**config.mk**
```make
export PLATFORM = sky130hd
export DESIGN_NAME = rcc_ctrl
export DESIGN_NICKNAME = d
export VERILOG_FILES = /design/src/design/rcc_pkg.sv /design/src/design/rcc_timebase.sv /design/src/design/rcc_ahb_slv.sv /design/src/design/rcc_ctrl.sv
export SDC_FILE = /design/constraint.sdc
export NUM_CORES = 1
export LEC_CHECK = 0
export ABC_CLOCK_PERIOD_IN_PS = 3100
export BUFFER_PORTS_ARGS = -buffer_cell sky130_fd_sc_hd__buf_2
export CORE_MARGIN = 4
export CORE_UTILIZATION = 55
export CTS_CLUSTER_SIZE = 10
export DETAILED_ROUTE_END_ITERATION = 10
export HOLD_SLACK_MARGIN = 0.06
export MAX_ROUTING_LAYER = met4
export PLACE_DENSITY = 0.74
export SLEW_MARGIN = 10
export SYNTH_ARGS = -nofsm -noshare
export SYNTH_HDL_FRONTEND = slang
export SYNTH_SLANG_ARGS = --single-unit
```
**constraint.sdc**
```tcl
create_clock -name SYS_CLK -period 3.1 [get_ports SYS_CLK]
set_input_delay 0.62 -clock SYS_CLK [delete_from_list [all_inputs] [get_ports SYS_CLK]]
set_output_delay 0.62 -clock SYS_CLK [all_outputs]
set_load 0.02 [all_outputs]
```
**src/design/rcc_pkg.sv**
```systemverilog
// rcc_pkg: register map, field positions, reset values and timing
// constants shared by the clock-calendar control block and its helpers.
// assumes a 20 MHz system clock and a 32.768 kHz timebase tick input.
package rcc_pkg;

  // ==========================================================
  // clocking
  localparam int unsigned CLK_HZ = 20_000_000;
  localparam int unsigned CLK_PERIOD_NS = 1_000_000_000 / CLK_HZ;
  // timebase considered stopped when no tick for this long
  localparam int unsigned RUN_TIMEOUT_NS = 100_000;
  localparam int unsigned RUN_TIMEOUT_CYC = RUN_TIMEOUT_NS / CLK_PERIOD_NS;
  localparam int unsigned PRESC_W = 15;
  // ticks before a second rollover during which reads are unsafe
  localparam int unsigned SYNC_WINDOW = 32;

  // ==========================================================
  // register offsets (byte addresses) and alias operations
  localparam logic [11:0] OFS_CTRL = 12'h200;
  localparam logic [11:0] OFS_ALRM = 12'h210;
  localparam logic [11:0] OFS_TIME = 12'h220;
  localparam logic [11:0] OFS_DATE = 12'h230;
  localparam logic [11:0] OFS_ATIME = 12'h240;
  localparam logic [11:0] OFS_ADATE = 12'h250;
  typedef enum logic [1:0] {
    OP_WR = 2'h0,
    OP_CLR = 2'h1,
    OP_SET = 2'h2,
    OP_INV = 2'h3
  } rcc_op_t;

  // ==========================================================
  // control, alarm-control and time register fields
  localparam int unsigned CAL_LSB = 16;
  localparam int unsigned CAL_W = 10;
  localparam int unsigned BIT_ON = 15;
  localparam int unsigned BIT_STOP_IN_IDLE = 13;
  localparam int unsigned BIT_OSEL = 7;
  localparam int unsigned BIT_RUN = 6;
  localparam int unsigned BIT_WREN = 3;
  localparam int unsigned BIT_SYNC = 2;
  localparam int unsigned BIT_HALF = 1;
  localparam int unsigned BIT_OE = 0;
  localparam int unsigned BIT_PIV = 13;
  localparam int unsigned BIT_ASYNC = 12;
  localparam int unsigned SEC_LSB = 8;
  localparam int unsigned MIN_LSB = 16;
  localparam int unsigned HR_LSB = 24;
  localparam logic [6:0] SEC_MAX = 7'h59;
  localparam logic [6:0] HR_MAX = 7'h23;

  // ==========================================================
  // writable masks and reset values
  localparam logic [31:0] CTRL_WMASK = 32'h03ff_a089;
  localparam logic [31:0] ALRM_WMASK = 32'h0000_efff;
  localparam logic [31:0] TIME_WMASK = 32'h3f7f_7f00;
  localparam logic [31:0] DATE_WMASK = 32'hff1f_3f07;
  localparam logic [31:0] ADATE_WMASK = 32'h001f_ff07;
  localparam logic [31:0] SEC_MASK = 32'h0000_7f00;
  localparam logic [31:0] CTRL_RST = 32'h0000_0000;
  localparam logic [31:0] ALRM_RST = 32'h0000_0000;
  localparam logic [31:0] VALUE_RST = 32'h0000_0000;

  // one register access handed from the bus slave to the register bank
  typedef struct packed {
    logic valid;
    logic write;
    logic [11:0] addr;
    logic [31:0] wdata;
  } rcc_req_t;

endpackage

```
**src/design/rcc_timebase.sv**
```systemverilog
// rcc_timebase: seconds prescaler on the 32.768 kHz tick with per-minute
// drift correction. assumes tick is a one-cycle pulse synchronous to clk.
`timescale 1ns/1ps
module rcc_timebase
  import rcc_pkg::*;
#(
  parameter int unsigned CW = CAL_W
) (
  input wire logic clk,
  input wire logic rst_n,
  input wire logic run,
  input wire logic tick,
  input wire logic [CW-1:0] cal,
  input wire logic minute_start,
  input wire logic restart,
  output logic sec_pulse,
  output logic half_sec,
  output logic read_unsafe,
  output logic sec_clk
);
  logic [PRESC_W-1:0] presc_q, presc_d;
  logic signed [CW:0] adj_q, adj_d;
  logic sec_q, sec_d, unsafe_q, unsafe_d;
  logic [PRESC_W:0] sum;
  logic [1:0] step;

  // ==========================================================
  // prescaler: extra or dropped pulses spread over the next ticks
  always_comb begin
    presc_d = presc_q;
    adj_d = adj_q;
    sec_d = 1'b0;
    step = 2'h1;
    sum = '0;
    if (adj_q > 0) begin
      step = 2'h2; // inserted pulse [RULE1]
    end else if (adj_q < 0) begin
      step = 2'h0; // removed pulse [RULE2]
    end
    if (restart) begin
      presc_d = '0;
    end else if (run && tick) begin
      sum = {1'b0, presc_q} + {{(PRESC_W - 1){1'b0}}, step};
      presc_d = sum[PRESC_W-1:0];
      sec_d = sum[PRESC_W];
      if (adj_q > 0) begin
        adj_d = adj_q - 1'b1;
      end else if (adj_q < 0) begin
        adj_d = adj_q + 1'b1;
      end
    end
    // reload once a minute, on the timebase, leaving the count alone
    if (minute_start) begin
      adj_d = {cal[CW-1], cal}; // [RULE19]
    end
    unsafe_d = (presc_d >= PRESC_W'((1 << PRESC_W) - SYNC_WINDOW)); // [RULE16]
  end

  always_ff @(posedge clk) begin
    if (!rst_n) begin
      presc_q <= '0;
      adj_q <= '0;
      sec_q <= 1'b0;
      unsafe_q <= 1'b0;
    end else begin
      presc_q <= presc_d;
      adj_q <= adj_d;
      sec_q <= sec_d;
      unsafe_q <= unsafe_d;
    end
  end

  assign sec_pulse = sec_q;
  assign half_sec = presc_q[PRESC_W-1]; // [RULE17]
  assign sec_clk = ~presc_q[PRESC_W-1];
  assign read_unsafe = unsafe_q;
endmodule // rcc_timebase

```
**src/design/rcc_ahb_slv.sv**
```systemverilog
// rcc_ahb_slv: AHB-Lite slave front end; zero-wait writes, one wait on
// reads. assumes single word transfers and a single slave on the bus.
`timescale 1ns/1ps
module rcc_ahb_slv
  import rcc_pkg::*;
(
  input wire logic clk,
  input wire logic rst_n,
  input wire logic hsel,
  input wire logic [31:0] haddr,
  input wire logic [1:0] htrans,
  input wire logic hwrite,
  input wire logic [2:0] hsize,
  input wire logic [31:0] hwdata,
  input wire logic hready,
  output logic hreadyout,
  output logic [31:0] hrdata,
  output logic hresp,
  output rcc_req_t req,
  input wire logic [31:0] rdata
);
  typedef enum logic [3:0] {
    S_IDLE = 4'b0001,
    S_WR = 4'b0010,
    S_RD = 4'b0100,
    S_RDY = 4'b1000
  } rcc_bus_st_t;
  rcc_bus_st_t st_q, st_d;
  logic [11:0] addr_q, addr_d;
  logic [31:0] rd_q, rd_d;
  logic accept;

  // ==========================================================
  // address phase capture; hsize is not checked, only words are used
  always_comb begin
    accept = hsel && htrans[1] && hready;
    st_d = st_q;
    addr_d = addr_q;
    rd_d = rd_q;
    unique case (st_q)
      S_RD: begin
        st_d = S_RDY;
        rd_d = rdata;
      end
      default: begin
        st_d = accept ? (hwrite ? S_WR : S_RD) : S_IDLE;
        if (accept) begin
          addr_d = haddr[11:0];
        end
      end
    endcase
  end

  always_ff @(posedge clk) begin
    if (!rst_n) begin
      st_q <= S_IDLE;
      addr_q <= '0;
      rd_q <= '0;
    end else begin
      st_q <= st_d;
      addr_q <= addr_d;
      rd_q <= rd_d;
    end
  end

  assign req = '{valid: (st_q == S_WR) || (st_q == S_RD), write: (st_q == S_WR),
                 addr: addr_q, wdata: hwdata};
  assign hreadyout = (st_q != S_RD);
  assign hrdata = rd_q;
  assign hresp = 1'b0;
endmodule // rcc_ahb_slv

```
**src/design/rcc_ctrl.sv**
```systemverilog
// rcc_ctrl: control and value registers of the clock-calendar unit,
// reached over AHB-Lite, with seconds counting and the output pin.
// assumes TIMEBASE_TICK is a one-cycle 32.768 kHz pulse on SYS_CLK and
// UNLOCK_OPEN is high while the system write-unlock sequence is open.
//
// Local design decision: the AHB-Lite interface to the registers.
`timescale 1ns/1ps

// Function
// RULE1 - positive calibration adds N pulses per minute
// RULE2 - negative calibration removes pulses per minute
// RULE3 - module runs only while enable bit set
// RULE4 - enable bit changes only while unlock set
// RULE5 - unlock bit settable only after system unlock
// RULE6 - stop-in-idle freezes bus access in idle
// RULE7 - output select: seconds clock or alarm pulse
// RULE8 - pin shows signal only with output enable
// RULE9 - read-only status: timebase actually running
// RULE10 - seconds write clears half-second flag
// RULE11 - aliases at 4, 8, C clear/set/invert
// RULE12 - software skips access right after disabling
// RULE13 - control registers reset to zero
// RULE14 - unimplemented control bits read zero
// RULE15 - value registers writable only while unlocked
// RULE16 - read-unsafe flag near rollover ripple
// RULE17 - half-second flag high in second half
// RULE18 - output enable drives pin, else off
// RULE19 - calibration applied once per minute on timebase
module rcc_ctrl
  import rcc_pkg::*;
#(
  parameter int unsigned TIMEOUT_CYC = RUN_TIMEOUT_CYC
) (
  input wire logic SYS_CLK,
  input wire logic RESET_N,
  input wire logic HSEL,
  input wire logic [31:0] HADDR,
  input wire logic [1:0] HTRANS,
  input wire logic HWRITE,
  input wire logic [2:0] HSIZE,
  input wire logic [31:0] HWDATA,
  input wire logic HREADY,
  output logic HREADYOUT,
  output logic [31:0] HRDATA,
  output logic HRESP,
  input wire logic TIMEBASE_TICK,
  input wire logic SYS_IDLE,
  input wire logic UNLOCK_OPEN,
  output logic BUS_CLK_GATED,
  output logic MODULE_ON,
  output logic OUT_PIN_O,
  output logic OUT_PIN_OE
);
  rcc_req_t req;
  logic [31:0] rdata;
  logic [31:0] ctrl_q, ctrl_d, alrm_q, alrm_d;
  logic [31:0] time_q, time_d, date_q, date_d;
  logic [31:0] atime_q, atime_d, adate_q, adate_d;
  logic [15:0] run_cnt_q, run_cnt_d;
  logic running_q, running_d;
  logic gated_q, gated_d;
  logic pin_q, pin_d;
  logic wr_ok, rd_ok, on, wren;
  logic sec_pulse, half_sec, read_unsafe, sec_clk;
  logic minute_start, sec_restart;
  rcc_op_t op;
  logic [2:0] sel;
  logic [7:0] sec_step, min_step, hr_step;

  // ==========================================================
  // helpers
  // register index from a byte address, 3'h7 when unmapped
  function automatic logic [2:0] reg_index(input logic [11:0] a);
    logic [2:0] r;
    r = 3'h7;
    unique case ({a[11:4], 4'h0})
      OFS_CTRL: r = 3'h0;
      OFS_ALRM: r = 3'h1;
      OFS_TIME: r = 3'h2;
      OFS_DATE: r = 3'h3;
      OFS_ATIME: r = 3'h4;
      OFS_ADATE: r = 3'h5;
      default: r = 3'h7;
    endcase
    return r;
  endfunction

  // plain write or clear/set/invert alias, limited to writable bits
  function automatic logic [31:0] apply_op(input logic [31:0] old, input logic [31:0] wd,
                                           input rcc_op_t o, input logic [31:0] mask);
    logic [31:0] nv;
    nv = wd;
    unique case (o)
      OP_WR: nv = wd;
      OP_CLR: nv = old & ~wd; // [RULE11]
      OP_SET: nv = old | wd; // [RULE11]
      OP_INV: nv = old ^ wd; // [RULE11]
    endcase
    return (old & ~mask) | (nv & mask); // [RULE14]
  endfunction

  // bcd increment with wrap at max, carry in bit 7
  function automatic logic [7:0] bcd_step(input logic [6:0] v, input logic [6:0] max);
    logic [7:0] r;
    r = {1'b0, v + 7'h01};
    if (v == max) begin
      r = 8'h80;
    end else if (v[3:0] == 4'h9) begin
      r = {1'b0, v[6:4] + 3'h1, 4'h0};
    end
    return r;
  endfunction

  // ==========================================================
  // bus front end
  rcc_ahb_slv u_bus (
    .clk(SYS_CLK),
    .rst_n(RESET_N),
    .hsel(HSEL),
    .haddr(HADDR),
    .htrans(HTRANS),
    .hwrite(HWRITE),
    .hsize(HSIZE),
    .hwdata(HWDATA),
    .hready(HREADY),
    .hreadyout(HREADYOUT),
    .hrdata(HRDATA),
    .hresp(HRESP),
    .req(req),
    .rdata(rdata)
  );

  // ==========================================================
  // timebase and seconds prescaler
  rcc_timebase #(
    .CW(CAL_W)
  ) u_tb (
    .clk(SYS_CLK),
    .rst_n(RESET_N),
    .run(on),
    .tick(TIMEBASE_TICK),
    .cal(ctrl_q[CAL_LSB +: CAL_W]),
    .minute_start(minute_start),
    .restart(sec_restart),
    .sec_pulse(sec_pulse),
    .half_sec(half_sec),
    .read_unsafe(read_unsafe),
    .sec_clk(sec_clk)
  );

  // ==========================================================
  // access decode
  // a gated bus clock is modelled by ignoring writes and reading zero,
  // so the bus still completes instead of hanging the master
  always_comb begin
    on = ctrl_q[BIT_ON]; // [RULE3]
    wren = ctrl_q[BIT_WREN];
    op = rcc_op_t'(req.addr[3:2]);
    sel = reg_index(req.addr);
    wr_ok = req.valid && req.write && !gated_q; // [RULE6]
    rd_ok = req.valid && !req.write && !gated_q; // [RULE6]
  end

  // ==========================================================
  // control and alarm-control registers
  always_comb begin
    ctrl_d = ctrl_q;
    alrm_d = alrm_q;
    if (wr_ok && sel == 3'h0) begin
      ctrl_d = apply_op(ctrl_q, req.wdata, op, CTRL_WMASK);
      // unlock may always be cleared, but only set while the system
      // unlock sequence is open
      if (ctrl_d[BIT_WREN] && !wren && !UNLOCK_OPEN) begin
        ctrl_d[BIT_WREN] = 1'b0; // [RULE5]
      end
      // enable is judged against the unlock bit before this write
      if (!wren) begin
        ctrl_d[BIT_ON] = ctrl_q[BIT_ON]; // [RULE4]
      end
    end
    if (wr_ok && sel == 3'h1) begin
      alrm_d = apply_op(alrm_q, req.wdata, op, ALRM_WMASK);
    end
  end

  // ==========================================================
  // value registers: bus writes win over the seconds count
  always_comb begin
    time_d = time_q;
    date_d = date_q;
    atime_d = atime_q;
    adate_d = adate_q;
    sec_restart = 1'b0;
    minute_start = 1'b0;
    sec_step = bcd_step(time_q[SEC_LSB +: 7], SEC_MAX);
    min_step = bcd_step(time_q[MIN_LSB +: 7], SEC_MAX);
    hr_step = bcd_step({1'b0, time_q[HR_LSB +: 6]}, HR_MAX);
    if (on && sec_pulse) begin
      time_d[SEC_LSB +: 7] = sec_step[6:0];
      if (sec_step[7]) begin
        minute_start = 1'b1; // [RULE19]
        time_d[MIN_LSB +: 7] = min_step[6:0];
        if (min_step[7]) begin
          time_d[HR_LSB +: 6] = hr_step[5:0];
        end
      end
    end
    if (wr_ok && wren) begin // [RULE15]
      unique case (sel)
        3'h2: begin
          time_d = apply_op(time_q, req.wdata, op, TIME_WMASK);
          // restarting the prescaler puts the flag in the first half
          sec_restart = |(req.wdata & SEC_MASK) || op == OP_WR; // [RULE10]
        end
        3'h3: date_d = apply_op(date_q, req.wdata, op, DATE_WMASK);
        3'h4: atime_d = apply_op(atime_q, req.wdata, op, TIME_WMASK);
        3'h5: adate_d = apply_op(adate_q, req.wdata, op, ADATE_WMASK);
        default: time_d = time_d;
      endcase
    end
  end

  // ==========================================================
  // timebase running status, pin output and idle gating
  always_comb begin
    run_cnt_d = run_cnt_q;
    running_d = running_q;
    if (!on) begin
      running_d = 1'b0; // [RULE9]
      run_cnt_d = '0;
    end else if (TIMEBASE_TICK) begin
      running_d = 1'b1; // [RULE9]
      run_cnt_d = '0;
    end else if (run_cnt_q == 16'(TIMEOUT_CYC - 1)) begin
      running_d = 1'b0; // [RULE9]
    end else begin
      run_cnt_d = run_cnt_q + 16'h0001;
    end
    // alarm pulse level is the held initial value; alarm matching lives
    // outside this block
    pin_d = on && (ctrl_q[BIT_OSEL] ? sec_clk : alrm_q[BIT_PIV]); // [RULE7]
    gated_d = SYS_IDLE && ctrl_q[BIT_STOP_IN_IDLE]; // [RULE6]
  end

  // ==========================================================
  // state registers
  always_ff @(posedge SYS_CLK) begin
    if (!RESET_N) begin
      ctrl_q <= CTRL_RST; // [RULE13]
      alrm_q <= ALRM_RST; // [RULE13]
      time_q <= VALUE_RST;
      date_q <= VALUE_RST;
      atime_q <= VALUE_RST;
      adate_q <= VALUE_RST;
      run_cnt_q <= '0;
      running_q <= 1'b0;
      gated_q <= 1'b0;
      pin_q <= 1'b0;
    end else begin
      ctrl_q <= ctrl_d;
      alrm_q <= alrm_d;
      time_q <= time_d;
      date_q <= date_d;
      atime_q <= atime_d;
      adate_q <= adate_d;
      run_cnt_q <= run_cnt_d;
      running_q <= running_d;
      gated_q <= gated_d;
      pin_q <= pin_d;
    end
  end

  // ==========================================================
  // read mux; aliases read back their base register
  always_comb begin
    rdata = 32'h0000_0000;
    if (rd_ok) begin
      unique case (sel)
        3'h0: begin
          rdata = ctrl_q & CTRL_WMASK; // [RULE14]
          rdata[BIT_RUN] = running_q; // [RULE9]
          rdata[BIT_SYNC] = read_unsafe; // [RULE16]
          rdata[BIT_HALF] = half_sec; // [RULE17]
        end
        3'h1: begin
          rdata = alrm_q;
          rdata[BIT_ASYNC] = read_unsafe;
        end
        3'h2: rdata = time_q;
        3'h3: rdata = date_q;
        3'h4: rdata = atime_q;
        3'h5: rdata = adate_q;
        default: rdata = 32'h0000_0000;
      endcase
    end
  end

  assign OUT_PIN_O = pin_q & ctrl_q[BIT_OE]; // [RULE8]
  assign OUT_PIN_OE = ctrl_q[BIT_OE]; // [RULE18]
  assign MODULE_ON = ctrl_q[BIT_ON];
  assign BUS_CLK_GATED = gated_q;
endmodule // rcc_ctrl

```
* Word-level counts from Yosys, hierarchy flattened
Index checks and enable logic that the tools add are counted.
** Cells by class
- $add $sub $neg :: 10
- $lt $le $gt $ge :: 3
- Equal/unequal tests :: 25
- Muxes and demuxes :: 53
- Bitwise gates (word level) :: 32
- Reductions and logical operators :: 38
** Operators by type and width (count)
- 30-bit case mux with 4 select lines :: 2
- 32-bit case mux with 6 select lines :: 1
- 30-bit 2-to-1 mux :: 6
- 32-bit case mux with 4 select lines :: 1
- 26-bit case mux with 4 select lines :: 1
- 32-bit 2-to-1 mux :: 3
- 21-bit case mux with 4 select lines :: 1
- 32-bit by 30-bit bitwise OR with 32-bit output :: 2
- 16-bit case mux with 4 select lines :: 1
- 30-bit bitwise AND :: 2
- 30-bit bitwise OR :: 2
- 30-bit bitwise XOR :: 2
- 11-bit 2-to-1 mux :: 5
- 8-bit by 6-bit == test with 1-bit output (second input constant) :: 6
- 21-bit 2-to-1 mux :: 2
- 7-bit 2-to-1 mux :: 5
- 32-bit bitwise AND :: 1
- 32-bit NOT :: 1
- 24-bit by 32-bit bitwise OR with 32-bit output :: 1
- 32-bit by 16-bit bitwise OR with 32-bit output :: 1
- 32-bit by 21-bit bitwise OR with 32-bit output :: 1
- 32-bit by 26-bit bitwise OR with 32-bit output :: 1
- 32-bit bitwise OR :: 1
- 32-bit bitwise XOR :: 1
- 56 further kinds :: 111
** Word-level totals
- Flip-flop bits (word level) :: 287
- Bits of input ports :: 77
- Output and inout bits :: 38
- Logic and storage cells :: 181

* Longest topological paths before layout
Gate-level depths: netlist (run 1).
- Depth in word-level cells :: 10
- Gate-level depth with buffers :: 14
- Mapped depth without buffers :: 11

* By module
Synthesis (run 1) repeated with hierarchy kept, for this count alone.
** Second synthesis, totals
- Cells, all modules :: 2053
- Area, all modules :: 16495.8 um^2
** By module, submodules not included
- rcc_ctrl :: times used 1, cells an instance 1580, area each 12524.5 um^2, sequential area each 2542.4 um^2
- rcc_ahb_slv :: times used 1, cells an instance 239, area each 2044.5 um^2, sequential area each 960.9 um^2
- rcc_timebase :: times used 1, cells an instance 234, area each 1926.8 um^2, sequential area each 560.5 um^2

* Worst setup path after synthesis (run 1)
OpenSTA, ideal clock, no wires.
- Path type :: register -> register
- From :: register u_bus.addr_q[7]
- To :: register u_tb.adj_q[2]
- Setup time :: 0.128 ns
- Arrival time :: 2.631 ns
- Required time :: 2.972 ns
- Slack :: 0.341 ns
- Stages on the path, launching flop included :: 15
- Path buffers :: 4
- Period minus slack after synthesis :: 2.759 ns
- Path through :: dfxtp_1 nor4b_4 and2_1 buf_4 nand2_1 ha_1 buf_2 nor3b_2 and4_4 a311o_1 buf_4 buf_4 nor3_1 a41oi_1 o31ai_1
** Between the ends
- Word-level cells in the longest chain between the ends :: 7
- Elaborated cells between the ends (all ways) :: 12
- Classes of those cells :: 8 x eq/ne; 3 x mux; 1 x reduce/logical
** RTL lines
- start: declaration :: RTL line rcc_ahb_slv.sv:29 : logic [11:0] addr_q, addr_d;
- start signal: assignment :: RTL line rcc_ahb_slv.sv:61 : addr_q <= addr_d;
- 8-bit by 6-bit == test with 1-bit output :: RTL line rcc_ctrl.sv:76 : unique case ({a[11:4], 4'h0})
- 3-bit case mux with 6 select lines (*) :: RTL line rcc_ctrl.sv:76
- 3-bit by 2-bit == test with 1-bit output (*) :: RTL line rcc_ctrl.sv:209 : unique case (sel)
- 1-bit 2-to-1 mux (*) :: RTL line rcc_ctrl.sv:209
- 1-bit 2-to-1 mux (*) :: RTL line rcc_ctrl.sv:208 : if (wr_ok && wren) begin
- 2-bit inequality test (no source line) (*)
- 3-bit AND reduction (no source line) (*)
- end signal: assignment :: RTL line rcc_timebase.sv:67 : adj_q <= adj_d;
- end: declaration :: RTL line rcc_timebase.sv:22 : logic signed [CW:0] adj_q, adj_d;
Mark *: on every way between the ends. The rest lies on a longest branch, timed or not.
A chain may end at the register's enable or synchronous reset.

* Final worst setup path (run 1)
- From :: register u_tb.adj_q[3]
- To :: register u_tb.adj_q[10]
** Between the ends
- Word-level cells in the longest chain between the ends :: 6
- Elaborated cells between the ends (all ways) :: 11
- Classes of those cells :: 2 x add/sub; 2 x order compare; 5 x mux; 2 x reduce/logical
** RTL lines
- 11-bit by 1-bit adder with 11-bit output :: RTL line rcc_timebase.sv:49 : adj_d = adj_q + 1'b1;
- 11-bit 2-to-1 mux :: RTL line rcc_timebase.sv:48 : end else if (adj_q < 0) begin
- 11-bit 2-to-1 mux :: RTL line rcc_timebase.sv:46 : if (adj_q > 0) begin
- 11-bit 2-to-1 mux :: RTL line rcc_timebase.sv:42 : end else if (run && tick) begin
- 11-bit 2-to-1 mux :: RTL line rcc_timebase.sv:40 : if (restart) begin
- 11-bit 2-to-1 mux :: RTL line rcc_timebase.sv:53 : if (minute_start) begin
Parallel ways exist; a longest one is shown, timed or not. The select of a mux whose other input is x is not followed.

==> results.rst, run 1 <==
.. list-table::
   :header-rows: 1

   * - Metric
     - Value
   * - Result of the run
     - finished, final reports clean
   * - Post-Route WL
     - 40800 µm
   * - Most common flop cell mapped by yosys
     - sky130_fd_sc_hd__dfxtp_1
   * - Layout cells sized above 1
     - 11.8%
   * - Wire length on met2
     - 18900 µm
   * - Cell types occupying the most area after synthesis
     - sky130_fd_sc_hd__dfxtp_1 (26%), sky130_fd_sc_hd__ha_1 (19%), sky130_fd_sc_hd__a21oi_1 (7.1%)
   * - Mux contribution to synthesized area
     - 2.18%
   * - Share of the synthesized area in the top cell type
     - 25.9%
   * - Die Width
     - 176 µm
   * - Number of buffers added by the clock tree synthesis step
     - 25
   * - Max-Cap Viols
     - 0
   * - Portion of total power attributed to sequential cells
     - 43.9%
   * - Data required time at the worst endpoint
     - 3530 ps
   * - Finished layout cell area
     - 0.0170 mm²
   * - Post-synthesis register bit count
     - 201
   * - Starting DRT DRC Count
     - 1047
   * - Switching power of the nets
     - 1530 µW
   * - Sequential share of the synthesized area
     - 25.9%
   * - Die height
     - 176 µm
   * - Number of enable flip-flop cells after synthesis
     - 0
   * - Xor/xnor cell area share of the yosys netlist
     - 2.09%
   * - Top cell family by delay on the critical path
     - simple AND/OR/NAND/NOR gates
   * - Maximum count of clock buffers along a single path
     - 3
   * - Synthesized area
     - 0.0155 mm²
   * - Simple logic cell fraction of the synthesized area
     - 17.9%
   * - Hold_ws
     - 276 ps
   * - Tightest Pin Transition
     - 798 ps
   * - Overall die area
     - 0.0310 mm²
   * - Wire length per cell after detailed routing
     - 16.9 µm
   * - 1st-pass router iterations
     - 6
   * - Worst IR drop on VDD
     - 0.376 mV
   * - CP Cell Sequence
     - nor4_2, and3_1, or2_2, inv_1, ha_1, nor2b_1, o2111ai_1, nand3b_1, a2111oi_2, nor2_1, o311ai_1
   * - Count of clock tree sinks
     - 201
   * - Hold Crit Start
     - HWRITE
   * - Number of global-route vias before repair
     - 13400
   * - Post-Synth Adder-Cell Area
     - 19.6%
   * - H-tree levels
     - 1
   * - Power density over cell area
     - 349 mW/mm²
   * - Cell count after synthesis
     - 1996
   * - Routability congestion estimate from global placement
     - 0.913
   * - Critical Path AT
     - 3360 ps
   * - Wire length on met1
     - 18700 µm
   * - Slowest cell on the critical path
     - sky130_fd_sc_hd__a2111oi_2
   * - Max Used Layer
     - met4
   * - # nets final
     - 2335
   * - Clock Skews
     - 8.47 ps
   * - Final period demand of the worst path
     - 2930 ps
   * - Remaining global-route overflow
     - 0
   * - Mean instance size in the synthesized netlist
     - 7.78 µm²
   * - Leakage power figure
     - 0.00656 µW
   * - Reg clk slew, reported paths
     - 60 ps
   * - Complex-gate fraction of the synthesized area
     - 24.1%
   * - Total via count in the routed design
     - 14000
   * - Initial antenna violation count
     - 0
   * - Setup Crit Path Kind
     - reg2reg
   * - Setup repair after global routing missed its margin
     - yes
   * - Maximum number of pins on one net before global-route repair
     - 141
   * - Critical path endpoint category
     - register
   * - Startpoint of the worst-slack reg-to-reg timing path
     - u_tb.adj_q[3]
   * - Kind of path behind the tightest hold check
     - in2reg
   * - Worst-path fanout max
     - 4
   * - Area Growth Syn to Fin
     - 9.33%
   * - Number of nets still failing antenna checks after routing
     - 0
   * - TritonCTS clock tree
     - yes
   * - Normalized max-slew margin
     - 46.7%
   * - Overall Global Routing Usage
     - 26.6%
   * - Floorplan Core Area
     - 0.0278 mm²
   * - Cell internal pwr
     - 4390 µW
   * - Area leader, netlist
     - sky130_fd_sc_hd__dfxtp_1
   * - Final hold violation count
     - 0
   * - Slew Limit Fails
     - 0
   * - Final setup violation count
     - 0
   * - Net switching share of the total power
     - 25.8%
   * - Initial standard-cell utilization of the core
     - 55.9%
   * - Total I/O pin count
     - 115
   * - Buf+Inv Stages, Crit Path
     - 1
   * - Clock group share of total power
     - 46.4%
   * - Count of hold-fix buffers inserted at cts
     - 0
   * - Largest incremental delay on the critical path
     - 380 ps
   * - Via density
     - 5.84
   * - Combinational family with the most area after synthesis
     - compound AO/OA/AOI/OAI gates
   * - Post-detail-place hpwl
     - 28200 µm
   * - Placement-stage cell area
     - 0.0162 mm²
   * - Syn nets
     - 2315
   * - WL met3
     - 2320 µm
   * - Post-route clock period utilization
     - 94.5%
   * - Global-route wire length before repair
     - 67300 µm
   * - Root buffer cell
     - sky130_fd_sc_hd__clkbuf_16
   * - Count of fill cells added during filler insertion
     - 2505
   * - Clock latency reported for the late side of the worst-skew pair
     - 530 ps
   * - Site row count
     - 61
   * - DRC violations left
     - 0
   * - # port buffers
     - 87
   * - Maximum frequency from static timing analysis
     - 342 MHz
   * - Critical path origin
     - u_tb.adj_q[3]
   * - Number of diodes added for antenna fixing
     - 0
   * - Async set or reset register ratio after synthesis
     - 0%
   * - Combinational cell fraction of total power
     - 9.7%
   * - Category of the worst setup path launch point
     - register
   * - Ys Warns
     - 0
   * - Yosys cell types
     - 78
through the flow:
step | TNS (ps) | utilization (%) | power [µW] | std cells | setup slack (ps)
6_report | 0 | 61.1 | 5920 | 2407 | 172
5_1_grt | -72.8 | 61.1 | 6150 | 2407 | -38.2
4_1_cts | 0 | 61.0 | 5970 | 2405 | 57.1
3_5_place_dp | 0 | 58.3 | 3220 | 2365 | 87.1
3_3_place_gp | 0 | 58.3 | 3200 | 2365 | 199
2_1_floorplan | 0 | - | 3060 | 1996 | 341
registers in the layout, summed over array words and instances, names as in the netlist:
register / flops
alrm_q: 15
u_bus.addr_q: 10
u_tb.presc_q: 15
u_tb.read_unsafe: 1
run_cnt_q: 16
u_bus.st_q: 4
time_q: 20
adate_q: 16
u_bus.hrdata: 32
u_tb.sec_pulse: 1
u_tb.adj_q: 11
BUS_CLK_GATED: 1
running_q: 1
atime_q: 20
pin_q: 1
date_q: 22
ctrl_q: 15
cells in the final DEF (no fill, tap or decap), drive strengths merged, types with 5 or more instances in the layout:
master / count
ha: 240
nor2: 234
nand2: 223
a21oi: 221
dfxtp: 201
inv: 160
buf: 133
a211oi: 120
o21ai: 119
clkbuf: 39
nor3: 34
nand3: 32
a22oi: 25
xor2: 22
and3: 18
xnor2: 15
a221oi: 13
a22o: 13
nand2b: 12
nor2b: 12
nand4: 12
a31oi: 11
mux4: 11
and2: 10
mux2i: 8
a21o: 7
a32oi: 7
and4: 6
a311oi: 5
o211ai: 5
o311ai: 5
synthesized netlist by cell type, types with 32 or more instances:
master                     instances
sky130_fd_sc_hd__a211oi_1         80
sky130_fd_sc_hd__a211oi_2         40
sky130_fd_sc_hd__a21oi_1         221
sky130_fd_sc_hd__clkbuf_1         84
sky130_fd_sc_hd__dfxtp_1         201
sky130_fd_sc_hd__ha_1            240
sky130_fd_sc_hd__inv_1           158
sky130_fd_sc_hd__nand2_1         221
sky130_fd_sc_hd__nand3_1          32
sky130_fd_sc_hd__nor2_1          233
sky130_fd_sc_hd__nor3_1           34
sky130_fd_sc_hd__o21ai_0         118
power groups by stage:
stage          registers, µW  clock network (µW)  logic (µW)
3_3_place_gp            2650                   0         542
6_report                2600                2750         577
5_1_grt                 2600                2890         659
2_1_floorplan           2650                   0         415
3_5_place_dp            2650                   0         570
4_1_cts                 2600                2800         574
cell families (layout without fill, tap and decap cells):
family | Yosys count | after routing
mux | 20 | 20
xor+xnor | 37 | 37
compound gates | 575 | 575
buf+inv | 299 | 332
other cells | 1 | 1
fa+ha+maj | 242 | 242
flops | 201 | 201
simple gates | 621 | 621
per-layer routing:
| layer | vias up | track usage (%) |
|---|---|---|
| met2 | 370 | 42.9 |
| met5 | - | - |
| met1 | 6620 | 36.0 |
| met4 | 0 | 6.53 |
| met3 | 66 | 3.04 |
| li1 | 6993 | - |
cell type report:
type / instances / area, µm² / area share [%]
clock buffers: 39 / 738 / 4.35
repair buffers: 133 / 881 / 5.19
inverters: 159 / 599 / 3.53
clock inverters: 1 / 8.76 / 0.0516
multi-input cells: 1496 / 10200 / 60.3
well taps: 378 / 473 / 2.79
flip-flops and latches: 201 / 4030 / 23.8
path summary, 6_finish.rpt:
path                       to  depth (start not counted)  slack (ps)
min             u_bus.st_q[2]                          2         280
max            u_tb.adj_q[10]                         11         170
max reg2reg    u_tb.adj_q[10]                         11         170
min reg2reg  u_bus.hrdata[11]                          2         450
what timing repair did:
action	in CTS	in global routing
endpoints found under the setup margin	0	2
setup buffers	0	2
gates resized for setup	0	3
(Power assumes the default switching activity.)
==> run 2: changes to the inputs <==
Settings changed: ABC_CLOCK_PERIOD_IN_PS 3100 to 2700.
Clock period 3.1 ns to 2.7 ns, I/O delays scaled along.
==> run 2 against run 1 <==
Compared with the run above:
- first-iteration DRC count up 3.7%
- combinational power up 19%
- utilization up 3.3 points
- critical path type unchanged
- largest cell class unchanged
- highest routed layer unchanged
==> results.rst, run 2 (synthesized netlist as in run 1, its figures left out) <==
.. list-table::
   :header-rows: 1

   * - Metric
     - Value
   * - Normalized max-slew margin
     - 43.6% (was 46.7%)
   * - Via density
     - 5.93 (was 5.84)
   * - Total I/O pin count
     - 115 (unchanged)
   * - Routability congestion estimate from global placement
     - 0.905 (was 0.913)
   * - TNS Setup
     - 0 ps (unchanged)
   * - Global-route wire length before repair
     - 68600 µm (was 67300 µm)
   * - Overall Global Routing Usage
     - 27.1% (was 26.6%)
   * - Worst Setup Slack, final
     - 13.3 ps (was 172 ps)
   * - Max-Cap Viols
     - 0 (unchanged)
   * - DRC violations left
     - 0 (unchanged)
   * - R2r worst-path depth
     - 12 (was 11)
   * - Setup repair after global routing missed its margin
     - yes (unchanged)
   * - Final hold violation count
     - 0 (unchanged)
   * - Number of nets still failing antenna checks after routing
     - 0 (unchanged)
   * - # port buffers
     - 87 (unchanged)
   * - H-tree levels
     - 1 (unchanged)
   * - Wire length per cell after detailed routing
     - 17.5 µm (was 16.9 µm)
   * - Critical path endpoint category
     - register (unchanged)
   * - Register-to-register setup slack
     - 10 ps (was 170 ps)
   * - Worst IR drop on VDD
     - 0.397 mV (was 0.376 mV)
   * - Worst setup slack before clock tree synthesis
     - -99.8 ps (was 87.1 ps)
   * - Data required time at the worst endpoint
     - 3120 ps (was 3530 ps)
   * - Kind of path behind the tightest hold check
     - in2reg (unchanged)
   * - Site row count
     - 61 (unchanged)
   * - Floorplan Core Area
     - 0.0278 mm² (unchanged)
   * - Initial antenna violation count
     - 0 (unchanged)
   * - Reg2reg end
     - u_tb.adj_q[10] (unchanged)
   * - Final period demand of the worst path
     - 2690 ps (was 2930 ps)
   * - Count of fill cells added during filler insertion
     - 2387 (was 2505)
   * - Remaining global-route overflow
     - 0 (unchanged)
   * - Initial standard-cell utilization of the core
     - 55.9% (unchanged)
   * - Total via count in the routed design
     - 14700 (was 14000)
   * - 1st-pass router iterations
     - 6 (unchanged)
   * - Largest incremental delay on the critical path
     - 310 ps (was 380 ps)
   * - Result of the run
     - finished, final reports clean (unchanged)
   * - Root buffer cell
     - sky130_fd_sc_hd__clkbuf_16 (unchanged)
   * - Instance count on the critical path
     - 12 (was 11)
   * - Layout cells sized above 1
     - 16.1% (was 11.8%)
   * - Startpoint of the worst-slack reg-to-reg timing path
     - u_tb.adj_q[7] (was u_tb.adj_q[3])
   * - Post-route clock period utilization
     - 99.5% (was 94.5%)
   * - Count of clock tree sinks
     - 201 (unchanged)
   * - Critical Path AT
     - 3100 ps (was 3360 ps)
   * - Fin cells
     - 2473 (was 2407)
   * - Reg clk slew, reported paths
     - 50 ps (was 60 ps)
   * - Area of all sequential standard cells
     - 0.00404 mm² (was 0.00403 mm²)
   * - Setup Crit Path Kind
     - reg2reg (unchanged)
   * - Post-detail-place hpwl
     - 28700 µm (was 28200 µm)
   * - Number of diodes added for antenna fixing
     - 0 (unchanged)
   * - Maximum number of pins on one net before global-route repair
     - 132 (was 141)
   * - CP Cell Sequence
     - nor3_1, and3_1, or2_4, clkinvlp_4, buf_6, ha_4, nor2b_4, o2111ai_2, nand3b_1, a2111oi_2, nor2_1, o311ai_1 (was nor4_2, and3_1, or2_2, inv_1, ha_1, nor2b_1, o2111ai_1, nand3b_1, a2111oi_2, nor2_1, o311ai_1)
   * - Area Growth Syn to Fin
     - 15.2% (was 9.33%)
   * - Power density over cell area
     - 376 mW/mm² (was 349 mW/mm²)
   * - Die Width
     - 176 µm (unchanged)
   * - Maximum count of clock buffers along a single path
     - 3 (unchanged)
   * - Number of buffers added by the clock tree synthesis step
     - 25 (unchanged)
   * - Leakage power figure
     - 0.00699 µW (was 0.00656 µW)
   * - DP Cell Count
     - 2409 (was 2365)
   * - Clock Skews
     - 12.3 ps (was 8.47 ps)
   * - Number of flip-flops in the largest register
     - 32 (unchanged)
   * - Slew Limit Fails
     - 0 (unchanged)
   * - Starting DRT DRC Count
     - 1086 (was 1047)
   * - Critical path origin
     - u_tb.adj_q[7] (was u_tb.adj_q[3])
   * - Tightest Pin Transition
     - 844 ps (was 798 ps)
   * - Die height
     - 176 µm (unchanged)
   * - Maximum frequency from static timing analysis
     - 372 MHz (was 342 MHz)
   * - TritonCTS clock tree
     - yes (unchanged)
   * - Clock latency reported for the late side of the worst-skew pair
     - 530 ps (about the same)
   * - Leading cell types in the layout, fill and taps excluded
     - sky130_fd_sc_hd__nor2_1 (232), sky130_fd_sc_hd__ha_1 (232), sky130_fd_sc_hd__a21oi_1 (220) (was sky130_fd_sc_hd__ha_1 (240), sky130_fd_sc_hd__nor2_1 (233), sky130_fd_sc_hd__nand2_1 (221), sky130_fd_sc_hd__a21oi_1 (221), sky130_fd_sc_hd__dfxtp_1 (199))
   * - Worst Setup EP
     - u_tb.adj_q[10] (unchanged)
   * - Overall die area
     - 0.0310 mm² (unchanged)
   * - Post-Route WL
     - 43200 µm (was 40800 µm)
   * - Power, Total
     - 6730 µW (was 5920 µW)
   * - # nets final
     - 2401 (was 2335)
   * - Top cell family by delay on the critical path
     - simple AND/OR/NAND/NOR gates (unchanged)
   * - Category of the worst setup path launch point
     - register (unchanged)
   * - Slowest cell on the critical path
     - sky130_fd_sc_hd__dfxtp_1 (was sky130_fd_sc_hd__a2111oi_2)
   * - Area of combinational cells with multiple inputs
     - 0.0105 mm² (was 0.0102 mm²)
   * - Worst-path fanout max
     - 5 (was 4)
   * - Buf+Inv Stages, Crit Path
     - 2 (was 1)
   * - Final setup violation count
     - 0 (unchanged)
   * - Number of global-route vias before repair
     - 13600 (was 13400)
==> run 2: per-stage QoR <==
| step | hold slack [ps] | util, % | cell area (µm²) |
|---|---|---|---|
| final | 201 | 64.4 | 17900 |
| after global placement | 433 | 59.9 | 16600 |
| after floorplan | 436 | - | 15600 |
| after global routing | 189 | 64.4 | 17900 |
| after detailed placement | 439 | 59.9 | 16600 |
| after CTS | 174 | 63.0 | 17500 |
==> run 2: metal layers <==
metal  vias up  routed length (µm)  GRT usage, %
li1       7126                   -             -
met1      6966               19300          36.6
met2       495               19900          43.5
met3        89                2830          2.89
met4         0                1250          7.76
met5         -                   0             -
==> run 2: what timing repair did <==
action                                 4_1_cts  5_1_grt
buffers inserted                             7       12
endpoints found under the hold margin        0        0
resized for setup                           15       36
hold buffers                                 0        0
pin swaps                                   11       40
gates cloned                                 1        4
setup endpoints to repair                   77       69
==> run 2: worst min-delay path by stage <==
stage | startpoint | endpoint | slack [ps] | depth (start not counted)
after floorplan | u_bus.addr_q[11] | u_bus.addr_q[11] | 440 | 2
after global placement | u_bus.hrdata[9] | u_bus.hrdata[9] | 430 | 2
after detailed placement | u_bus.hrdata[14] | u_bus.hrdata[14] | 440 | 1
after CTS | HWRITE | u_bus.st_q[2] | 170 | 2
after global routing | HWRITE | u_bus.st_q[2] | 190 | 2
final | HWRITE | u_bus.st_q[2] | 200 | 2
==> run 2: area by class of cell <==
type	count	area share, %
clock buffer	38	3.94
clock inverter	2	0.0770
inverter	159	3.37
multi-input combinational	1496	58.7
sequential	201	22.6
tap	378	2.65
timing repair buffer	199	8.70
==> run 2: power by group <==
| part | switching (µW) | internal (µW) |
|---|---|---|
| clock network | 1290 | 1770 |
| logic | 449 | 236 |
| registers | 9.13 | 2970 |
| total | 1750 | 4980 |
